==> config.mk <==
export PLATFORM = sky130hd
export DESIGN_NAME = tprb_bank
export DESIGN_NICKNAME = d
export VERILOG_FILES = /design/src/core/tprb_pkg.sv /design/src/core/tprb_bank.sv
export SDC_FILE = /design/constraint.sdc
export NUM_CORES = 2
export LEC_CHECK = 0
export BUFFER_PORTS_ARGS = -buffer_cell sky130_fd_sc_hd__buf_4
export CORE_MARGIN = 2
export CORE_UTILIZATION = 50
export CTS_BUF_LIST = sky130_fd_sc_hd__clkbuf_8 sky130_fd_sc_hd__clkbuf_16
export CTS_CLUSTER_SIZE = 8
export DETAILED_ROUTE_END_ITERATION = 8
export GPL_TIMING_DRIVEN = 0
export HOLD_SLACK_MARGIN = 0.02
export PLACE_DENSITY = 0.66
export SETUP_SLACK_MARGIN = 0.4
export SLEW_MARGIN = 20
export SYNTH_ARGS = -nofsm -noshare
export SYNTH_HDL_FRONTEND = slang
export SYNTH_SLANG_ARGS = --single-unit
==> constraint.sdc <==
create_clock -name core_clk_i -period 7.9 [get_ports core_clk_i]
set_input_delay 1.185 -clock core_clk_i [delete_from_list [all_inputs] [get_ports core_clk_i]]
set_output_delay 1.185 -clock core_clk_i [all_outputs]
set_load 0.05 [all_outputs]
==> src/core/tprb_pkg.sv <==
// Package with register map, fields and reset values of the terminal parameter register bank
package tprb_pkg;
  localparam int unsigned DATA_W        = 16;
  localparam int unsigned BUS_W         = 32;
  localparam int unsigned IDX_W         = 6;
  localparam int unsigned ADDR_W        = 8;
  localparam int unsigned NUM_WORDS     = 64;
  // Area bounds by word index
  localparam logic [5:0] IDX_PV_LAST    = 6'h07;
  localparam logic [5:0] IDX_TYPE_FIRST = 6'h08;
  localparam logic [5:0] IDX_TYPE_LAST  = 6'h0f;
  localparam logic [5:0] IDX_MFR_FIRST  = 6'h10;
  localparam logic [5:0] IDX_MFR_LAST   = 6'h1e;
  localparam logic [5:0] IDX_USR_FIRST  = 6'h1f;
  localparam logic [5:0] IDX_USR_LAST   = 6'h2f;
  localparam logic [5:0] IDX_EXT_FIRST  = 6'h30;
  // Named registers
  localparam logic [5:0] IDX_DIAG       = 6'h06;
  localparam logic [5:0] IDX_CMD        = 6'h07;
  localparam logic [5:0] IDX_KIND       = 6'h08;
  localparam logic [5:0] IDX_FWVER      = 6'h09;
  localparam logic [5:0] IDX_SRLEN      = 6'h0a;
  localparam logic [5:0] IDX_CHCNT      = 6'h0b;
  localparam logic [5:0] IDX_MINLEN     = 6'h0c;
  localparam logic [5:0] IDX_LAYOUT     = 6'h0d;
  localparam logic [5:0] IDX_ALIGN      = 6'h0f;
  localparam logic [5:0] IDX_KEY        = 6'h1f;
  localparam logic [5:0] IDX_FEAT       = 6'h20;
  // Unlock code word
  localparam logic [15:0] UNLOCK_CODE   = 16'h1235;
  // Type register contents (identity values arbitrary)
  localparam logic [15:0] KIND_VAL      = 16'h0a5a;  // Arbitrary value
  localparam logic [15:0] FWVER_VAL     = 16'h3141;  // ASCII '1','A'
  localparam logic [15:0] SRLEN_VAL     = 16'h0120;  // One shift register, 32 bits
  localparam logic [15:0] CHCNT_VAL     = 16'h0001;
  localparam logic [15:0] MINLEN_VAL    = 16'h1818;
  localparam logic [15:0] LAYOUT_VAL    = 16'h0002;  // Byte structure
  localparam logic [15:0] FEAT_RST      = 16'h0003;
  localparam logic [15:0] ALIGN_RST     = 16'h0000;
  // Function command: echo function parameter as result
  localparam logic [7:0]  FN_ECHO       = 8'h01;
  // Diagnostic flag bits
  localparam int unsigned DIAG_OVF      = 0;
  localparam int unsigned DIAG_PAR      = 1;
  localparam int unsigned DIAG_FRM      = 2;
  localparam int unsigned DIAG_OVR      = 3;
  localparam int unsigned DIAG_FULL     = 4;
  localparam int unsigned DIAG_BITS     = 5;
  // Read answer for unimplemented area
  localparam logic [15:0] UNIMPL_VAL    = 16'h0000;
endpackage : tprb_pkg

==> src/core/tprb_bank.sv <==
// Terminal parameter register bank with Avalon-MM slave
// Operation
// - One register set of 64 sixteen-bit words per logical channel.
// - Words split into process, type, manufacturer, user and extended areas.
// - Process words 0-7 are volatile RAM; 0-5 terminal specific.
// - Command writes parameter high, function low; read gives result, echoed number.
// - Type words 8-14 are fixed, readable, never written by user; word 15 is the alignment word.
// - Terminal kind word returns a fixed identifier.
// - Firmware version word holds ASCII major digit and minor character.
// - Shift register length word gives register count and bit length.
// - Channel count word gives number of logical channels.
// - Minimum length bytes; set MSB means control byte optional.
// - Layout type code 0x00 invalid, 0x01-0x08, 0x11-0x16 variable.
// - Alignment word pads terminal data to a byte boundary.
// - Manufacturer words non-volatile, writable only after code word.
// - User words non-volatile, write protected unless code word active.
// - Writing 0x1235 to key unlocks; any other value locks.
// - Key reads code word while unlocked, zero while locked.
// - Diagnostic word shows fault flags including parity errors.
// - Feature word selects terminal operating modes.
// - Extended area 48-63 is unimplemented.
// - Diagnostic bits: overflow, parity, framing, overrun, buffer full.
module tprb_bank
  import tprb_pkg::*;
(
  input  wire logic                       core_clk_i,
  input  wire logic                       rst_n_i,
  // Avalon-MM slave, word addressed by byte address
  input  wire logic [tprb_pkg::ADDR_W-1:0] avs_address_i,
  input  wire logic                       avs_read_i,
  input  wire logic                       avs_write_i,
  input  wire logic [tprb_pkg::BUS_W-1:0] avs_writedata_i,
  input  wire logic [3:0]                 avs_byteenable_i,
  output logic [tprb_pkg::BUS_W-1:0]      avs_readdata_o,
  output logic                            avs_waitrequest_o,
  output logic [1:0]                      avs_response_o,
  // Process values from the terminal core (same clock)
  input  wire logic [tprb_pkg::DATA_W-1:0] pv_word0_i,
  input  wire logic [tprb_pkg::DATA_W-1:0] pv_word1_i,
  // Fault events from the serial receiver, one-cycle pulses
  input  wire logic [tprb_pkg::DIAG_BITS-1:0] diag_event_i,
  // Configuration outputs
  output logic [tprb_pkg::DATA_W-1:0]     operating_features_o,
  output logic [tprb_pkg::DATA_W-1:0]     byte_alignment_bits_o,
  output logic                            write_unlocked_o,
  output logic                            param_store_we_o,
  output logic [tprb_pkg::IDX_W-1:0]      param_store_idx_o,
  output logic [tprb_pkg::DATA_W-1:0]     param_store_data_o
);
  import tprb_pkg::*;

  // Word map of one channel, by word index
  //   0x00       process word from the terminal core, read only
  //   0x01       process word from the terminal core, read only
  //   0x02-0x05  volatile scratch words, always writable
  //   0x06       sticky fault flags, cleared by a read
  //   0x07       function command: number low, parameter or result high
  //   0x08-0x0d  fixed type words, writes dropped
  //   0x0e       unused type word, reads zero
  //   0x0f       alignment word, writable while unlocked
  //   0x10-0x1e  manufacturer words, writable while unlocked
  //   0x1f       code word register, always writable
  //   0x20       feature word, writable while unlocked
  //   0x21-0x2f  user words, writable while unlocked
  //   0x30-0x3f  unimplemented, reads zero and answers with an error
  //
  // Bus timing
  //   Every access costs one wait cycle: the request is taken on the
  //   first edge that sees it, and waitrequest drops for exactly the
  //   following cycle so the master may release after that edge.
  //   Read data and response are registered on the taking edge and
  //   stand until replaced: read data by the next read, the response by the next access of either kind.
  //   The ack flag masks the held request in the answer cycle, so a
  //   held write never lands twice and a held read of the fault word
  //   never clears flags raised during the answer cycle.
  //
  // Protection
  //   The unlock state is the code word compare itself, not a copy, so
  //   a write straight after the unlocking write already sees it open.
  //   The registered unlock output runs one cycle behind the compare.
  //   A key write needs both low byte lanes, so a half word write can
  //   never leave a key that is neither zero nor the code word.
  //
  // Non-volatile store
  //   Parameter words are kept here as a shadow and every accepted
  //   write is mirrored to the store port as one full merged word, so
  //   the store never needs a read-modify-write of its own.
  //   The shadow is not reset: after power-up each word reads unknown
  //   until both of its bytes have been written over the bus.
  //
  // Limitations
  //   Misaligned byte addresses are answered with an error and change
  //   nothing. Upper byte lanes and upper write data are ignored.

  // Local index and code constants
  localparam logic [IDX_W-1:0] PV_IDX0      = 6'h00;
  localparam logic [IDX_W-1:0] PV_IDX1      = 6'h01;
  localparam logic [IDX_W-1:0] PV_RAM_FIRST = 6'h02;
  localparam logic [1:0]       RSP_OKAY     = 2'h0;
  localparam logic [1:0]       RSP_SLVERR   = 2'h2;
  localparam logic [1:0]       BE_WORD      = 2'h3;
  localparam logic [1:0]       LANE_OFFSET  = 2'h0;

  logic [DATA_W-1:0]    param_mem [NUM_WORDS];
  logic [DATA_W-1:0]    pv_mem [NUM_WORDS];
  logic [DATA_W-1:0]    write_unlock_key;
  logic [DATA_W-1:0]    operating_features;
  logic [DATA_W-1:0]    byte_alignment_bits;
  logic [DIAG_BITS-1:0] diagnostic_flags;
  logic [7:0]           fn_number;
  logic [7:0]           fn_result;
  logic                 ack;
  logic [IDX_W-1:0]     idx;
  logic                 word_ok;
  logic                 req;
  logic                 wr_go;
  logic                 rd_go;
  logic [DATA_W-1:0]    wdata;
  logic [DATA_W-1:0]    next_rdata;
  logic                 unlocked;
  logic                 in_param;
  logic                 param_wr;

  // Word decode: byte address is four times the word index
  assign idx      = avs_address_i[ADDR_W-1:2];
  assign word_ok  = (avs_address_i[1:0] == LANE_OFFSET);
  assign req      = (avs_read_i | avs_write_i) & ~ack;
  assign wr_go    = avs_write_i & ~ack;
  assign rd_go    = avs_read_i & ~ack;
  // Low half byte lanes merged over current content is not needed: lanes gate per byte below
  assign wdata    = avs_writedata_i[DATA_W-1:0];
  assign unlocked = (write_unlock_key == UNLOCK_CODE);
  assign in_param = (idx >= IDX_MFR_FIRST) && (idx <= IDX_USR_LAST) && (idx != IDX_KEY) && (idx != IDX_FEAT);
  assign param_wr = wr_go & word_ok & in_param & unlocked;

  // Answer one cycle after the request is seen, waitrequest low on that cycle
  always_ff @(posedge core_clk_i)
  begin
    if (!rst_n_i)
      ack <= 1'b0;
    else
      ack <= req;
  end

  always_ff @(posedge core_clk_i)
  begin
    if (!rst_n_i)
      avs_waitrequest_o <= 1'b1;
    else
      avs_waitrequest_o <= ~req;
  end

  // Misaligned or unimplemented (0x30-0x3f) answers SLVERR; unused word 0x0e answers OKAY
  // Registered on the same edge as the read data, and on writes as well
  always_ff @(posedge core_clk_i)
  begin
    if (!rst_n_i)
      avs_response_o <= RSP_OKAY;
    else if (req)
      avs_response_o <= (!word_ok || idx >= IDX_EXT_FIRST) ? RSP_SLVERR : RSP_OKAY;
  end

  // Code word register, cleared at reset
  // Any value but the code word stores zero and locks again
  always_ff @(posedge core_clk_i)
  begin
    if (!rst_n_i)
      write_unlock_key <= 16'h0000;
    else if (wr_go && word_ok && idx == IDX_KEY && avs_byteenable_i[1:0] == BE_WORD)
      write_unlock_key <= (wdata == UNLOCK_CODE) ? UNLOCK_CODE : 16'h0000;
  end

  // Feature and alignment registers
  always_ff @(posedge core_clk_i)
  begin
    if (!rst_n_i)
    begin
      operating_features  <= FEAT_RST;
      byte_alignment_bits <= ALIGN_RST;
    end
    else if (wr_go && word_ok && unlocked)
    begin
      if (idx == IDX_FEAT)
      begin
        if (avs_byteenable_i[0]) operating_features[7:0]  <= wdata[7:0];
        if (avs_byteenable_i[1]) operating_features[15:8] <= wdata[15:8];
      end
      if (idx == IDX_ALIGN)
      begin
        if (avs_byteenable_i[0]) byte_alignment_bits[7:0]  <= wdata[7:0];
        if (avs_byteenable_i[1]) byte_alignment_bits[15:8] <= wdata[15:8];
      end
    end
  end

  // Parameter words, mirrored out to the non-volatile store
  always_ff @(posedge core_clk_i)
  begin
    if (param_wr)
    begin
      if (avs_byteenable_i[0]) param_mem[idx][7:0]  <= wdata[7:0];
      if (avs_byteenable_i[1]) param_mem[idx][15:8] <= wdata[15:8];
    end
  end

  always_ff @(posedge core_clk_i)
  begin
    if (!rst_n_i)
    begin
      param_store_we_o   <= 1'b0;
      param_store_idx_o  <= 6'h00;
      param_store_data_o <= 16'h0000;
    end
    else
    begin
      param_store_we_o <= param_wr;
      if (param_wr)
      begin
        param_store_idx_o  <= idx;
        param_store_data_o <= {avs_byteenable_i[1] ? wdata[15:8] : param_mem[idx][15:8],
                               avs_byteenable_i[0] ? wdata[7:0]  : param_mem[idx][7:0]};
      end
    end
  end

  // Volatile process words 2..5, software writable
  // No reset: volatile scratch, content undefined after power-up
  always_ff @(posedge core_clk_i)
  begin
    if (wr_go && word_ok && idx >= PV_RAM_FIRST && idx < IDX_DIAG)
    begin
      if (avs_byteenable_i[0]) pv_mem[idx][7:0]  <= wdata[7:0];
      if (avs_byteenable_i[1]) pv_mem[idx][15:8] <= wdata[15:8];
    end
  end

  // Command register: number stored, result computed per function
  always_ff @(posedge core_clk_i)
  begin
    if (!rst_n_i)
    begin
      fn_number <= 8'h00;
      fn_result <= 8'h00;
    end
    else if (wr_go && word_ok && idx == IDX_CMD)
    begin
      if (avs_byteenable_i[0])
        fn_number <= wdata[7:0];
      fn_result <= (wdata[7:0] == FN_ECHO) ? wdata[15:8] : 8'h00;
    end
  end

  // Sticky fault flags, event wins over a clear by read
  always_ff @(posedge core_clk_i)
  begin
    if (!rst_n_i)
      diagnostic_flags <= '0;
    else if (rd_go && word_ok && idx == IDX_DIAG)
      diagnostic_flags <= diag_event_i;
    else
      diagnostic_flags <= diagnostic_flags | diag_event_i;
  end

  // Read multiplexer
  always_comb
  begin
    next_rdata = UNIMPL_VAL;
    if (idx == PV_IDX0)
      next_rdata = pv_word0_i;
    else if (idx == PV_IDX1)
      next_rdata = pv_word1_i;
    else if (idx < IDX_DIAG)
      next_rdata = pv_mem[idx];
    else if (idx == IDX_DIAG)
      next_rdata = {{(DATA_W-DIAG_BITS){1'b0}}, diagnostic_flags};
    else if (idx == IDX_CMD)
      next_rdata = {fn_result, fn_number};
    else if (idx == IDX_KIND)
      next_rdata = KIND_VAL;
    else if (idx == IDX_FWVER)
      next_rdata = FWVER_VAL;
    else if (idx == IDX_SRLEN)
      next_rdata = SRLEN_VAL;
    else if (idx == IDX_CHCNT)
      next_rdata = CHCNT_VAL;
    else if (idx == IDX_MINLEN)
      next_rdata = MINLEN_VAL;
    else if (idx == IDX_LAYOUT)
      next_rdata = LAYOUT_VAL;
    else if (idx == IDX_ALIGN)
      next_rdata = byte_alignment_bits;
    else if (idx == IDX_KEY)
      next_rdata = unlocked ? UNLOCK_CODE : 16'h0000;
    else if (idx == IDX_FEAT)
      next_rdata = operating_features;
    else if (idx >= IDX_MFR_FIRST && idx <= IDX_USR_LAST)
      next_rdata = param_mem[idx];
    if (!word_ok)
      next_rdata = UNIMPL_VAL;
  end

  // Registered read data, upper half reads zero
  always_ff @(posedge core_clk_i)
  begin
    if (!rst_n_i)
      avs_readdata_o <= '0;
    else if (rd_go)
      avs_readdata_o <= {16'h0000, next_rdata};
  end

  // Configuration outputs
  always_ff @(posedge core_clk_i)
  begin
    if (!rst_n_i)
    begin
      operating_features_o  <= FEAT_RST;
      byte_alignment_bits_o <= ALIGN_RST;
      write_unlocked_o      <= 1'b0;
    end
    else
    begin
      operating_features_o  <= operating_features;
      byte_alignment_bits_o <= byte_alignment_bits;
      write_unlocked_o      <= unlocked;
    end
  end
endmodule // tprb_bank

==> results.md <==
- Compound-Gate Fraction of Synth Area: 0.0327
- H-Tree Depth: 5
- Peak supply drop: 0.000261 V
- Post-DP HPWL: 197000 um
- Final setup viols: 0
- Post-Synth XOR/XNOR Area: 0.000104
- Mux cell area share after synthesis: 0.164
- Ys async rst share: 0
- Area grow syn2layout: 19.6%
- GRT Util Overall: 0.349
- Skew-Pair Late Insertion Delay: 960 ps
- Placer Congestion: 1.05
- Core area: 167000 sq um
- Remaining antenna violation count: 0
- Run status: finished clean
- Setup bufs post-CTS: 0
- Worst-path maximum fanout: 12
- Pwr Total: 26.4 mW
- Final Worst Setup Slack: 1260 ps
- Vias in the first global route: 46800
- Ys flop type: edfxtp_1
- DR vias: 50000
- First-pass GRT wire length: 394000 um
- Crit-path leading delay family: buffers and inverters
- Post-synthesis cell count: 4158
- Critical-path cell list: buf_4 > buf_2 > buf_2 > buf_2 > buf_2 > buf_2 > buf_2 > nand3_1 > nor2_1
- RSZ-0062 raised after global routing: no
- Initial Util: 0.503
- Routed WL: 298000 um
- Pre-CTS setup slack: 703 ps
- Simple-gate share of the synthesized area: 0.0335
- 1st-iter DRT viols: 10100
- Arrival time worst endpoint: 7180 ps
- Final Net Count: 5539
- Pin count of the biggest net entering global routing: 134
- Rel. slew slack: 0.0570
- Row count: 150
- Syn_area_per_cell: 20.2 sq um
- Number of port buffers: 138
- Seq cells post-synth: 2135
- Post-CTS Hold Buffers: 0
- Final-report hold violation count: 0
- Commonest non-fill, non-tap cells in the layout: edfxtp_1, conb_1, mux4_2
- Die Y: 414 um
- Layout cells sized above 1: 0.238
- Post-synthesis adder-cell area fraction: 0.000746
- Largest family of logic cells by synthesized area: multiplexers
- Most numerous cell on the critical path: buf_2
- Worst Skew: 54.2 ps
- Die Wd: 414 um
- Io pins: 176
- Initial antenna violation count: 27
- WP data required: 8440 ps
- Filler cell count: 12300
- Sink Count: 2135
- Crit path largest cell delay: 1160 ps
- Drt wl/cell: 38.5 um
- Max Clk Rate: 151 MHz
- Power Density: 264 nW/um^2
- CTS tree: done
- Worst Hold Class: reg2reg
- LEAKAGE: 34.8 nW
- CTS buffer count: 317
- Yosys warns: 0
- Tcrit/Tclk final: 0.840
- Critical path class: in2reg
- Startpoint types: input port
- Pre-antenna DRT Iters: 9
- Drt drc: 0
- Netlist Area Pre-Place: 83900 sq um
- Max_cap viols: 0
- Die area: 171000 sq um
- Post-CTS sizing: 0
- Commonest non-fill, non-tap cell in the layout: edfxtp_1
- Slew Limit Fails: 0
- Crit path time final: 6640 ps
- Vias per Instance: 6.46
- GRT Residual Overflow: 0
- Crit path max-delay cell type: nor2_1
- Crit path buf inv count: 7
- CTS max path bufs: 4
- Register area share after synthesis: 0.749
- Worst-path clk slew: 50 ps
- Distinct cell type count after synthesis: 74
- Crit. End Element: flip-flop
- Root buf cell: clkbuf_16
- Post-synth EDFFs: 2006
- Tightest Pin Transition: 1410 ps
-- logic make-up (layout without fill, tap and decap cells) --
| logic type | Yosys count | count (layout) |
|---|---|---|
| multiplexers | 731 | 731 |
| adder cells (fa/ha/maj) | 5 | 5 |
| other | 1 | 789 |
| AO/OA/AOI/OAI | 392 | 392 |
| buffers and inverters | 271 | 865 |
| AND/OR/NAND/NOR | 622 | 622 |
| flip-flops | 2135 | 2135 |
| XOR/XNOR | 1 | 1 |
-- path summary, 6_finish.rpt --
kind                                  start                         end  slack, ps  depth (start not counted)
setup / recovery           avs_address_i[4]  param_mem[47][0]$_DFFE_PP_       1260                          9
hold / removal    fn_number[1]$_SDFFE_PN0P_   fn_number[1]$_SDFFE_PN0P_        470                          2
setup reg to reg             ack$_SDFF_PN0_     pv_mem[36][0]$_DFFE_PP_       3340                          6
hold reg to reg   fn_number[1]$_SDFFE_PN0P_   fn_number[1]$_SDFFE_PN0P_        470                          2
-- registers in the layout, indices dropped and copies added, names as in the netlist, 5 cells and up --
register / cells
param_mem: 1024
pv_mem: 982
avs_readdata_o: 16
byte_alignment_bits: 16
byte_alignment_bits_o: 16
operating_features: 16
operating_features_o: 16
param_store_data_o: 16
fn_number: 8
fn_result: 8
param_store_idx_o: 6
diagnostic_flags: 5
-- per-stage QoR --
stage / setup TNS [ps] / std cells / area (sq um) / util / hold slack (ps)
after floorplan: 0 / 4932 / 86800 / - / 432
after global placement: -4270 / 7274 / 90600 / 0.543 / 446
after detailed placement: 0 / 7330 / 91700 / 0.550 / 456
after CTS: 0 / 7726 / 100000 / 0.600 / 464
after global routing: 0 / 7733 / 100000 / 0.601 / 487
final: 0 / 7744 / 100000 / 0.601 / 468
-- area by class of cell --
class / instances / area (sq um) / area share
multi-input combinational: 2526 / 22700 / 0.226
sequential: 2135 / 62800 / 0.626
antenna: 14 / 35.0 / 0.000349
clock inverter: 73 / 324 / 0.00323
buffer: 260 / 1650 / 0.0164
tap: 2204 / 2760 / 0.0275
inverter: 11 / 41.3 / 0.000412
clock buffer: 323 / 8080 / 0.0806
timing repair buffer: 198 / 1900 / 0.0190
-- worst reg2reg max path, stage by stage, from the launching register on --
cell and delay [ps]:
dfxtp_1 330, nor4b_2 630, and2_1 360, clkbuf_1 600, nand2_1 730, clkbuf_1 660, nor2_4 850
-- cells in the mapped netlist, drive strengths merged, types with 5 or more instances --
cell       n  area, sq um
edfxtp  2006        60200
nand3     63          315
nor2     245          922
a22oi     68          521
a221oi    36          328
nand2b    12         75.1
buf      190         1370
o31ai      5         37.5
and2      45          282
a211oi    21          158
o221ai    11         96.3
a21oi     82          410
mux4     501        11400
ha         5         62.6
clkbuf    70          263
dfxtp    129         2580
nor2b     11         68.8
nor3      50          250
o21a       6         45.0
o21ai     54          270
mux2i    206         2060
and3       8         50.1
a22o      11         96.3
o211ai    17          128
o22ai     19          119
nand2    147          552
a221o      8         80.1
nand4     15         93.8
mux2      24          270
a31oi     11         68.8
inv       11         41.3
-- power breakdown --
group	internal [mW]	switching [mW]
Sequential	12.8	0.0811
Combinational	0.567	1.22
Clock	7.17	4.65
Total	20.5	5.95
-- layer usage --
| metal | vias up | share of wire | GRT usage |
|---|---|---|---|
| li1 | 19000 | - | - |
| met1 | 25800 | 0.35 | 0.466 |
| met2 | 4225 | 0.44 | 0.509 |
| met3 | 975 | 0.14 | 0.103 |
| met4 | 14 | 0.073 | 0.214 |
| met5 | - | 0.00028 | 0 |
No activity file was read; power rests on OpenSTA's default activity.
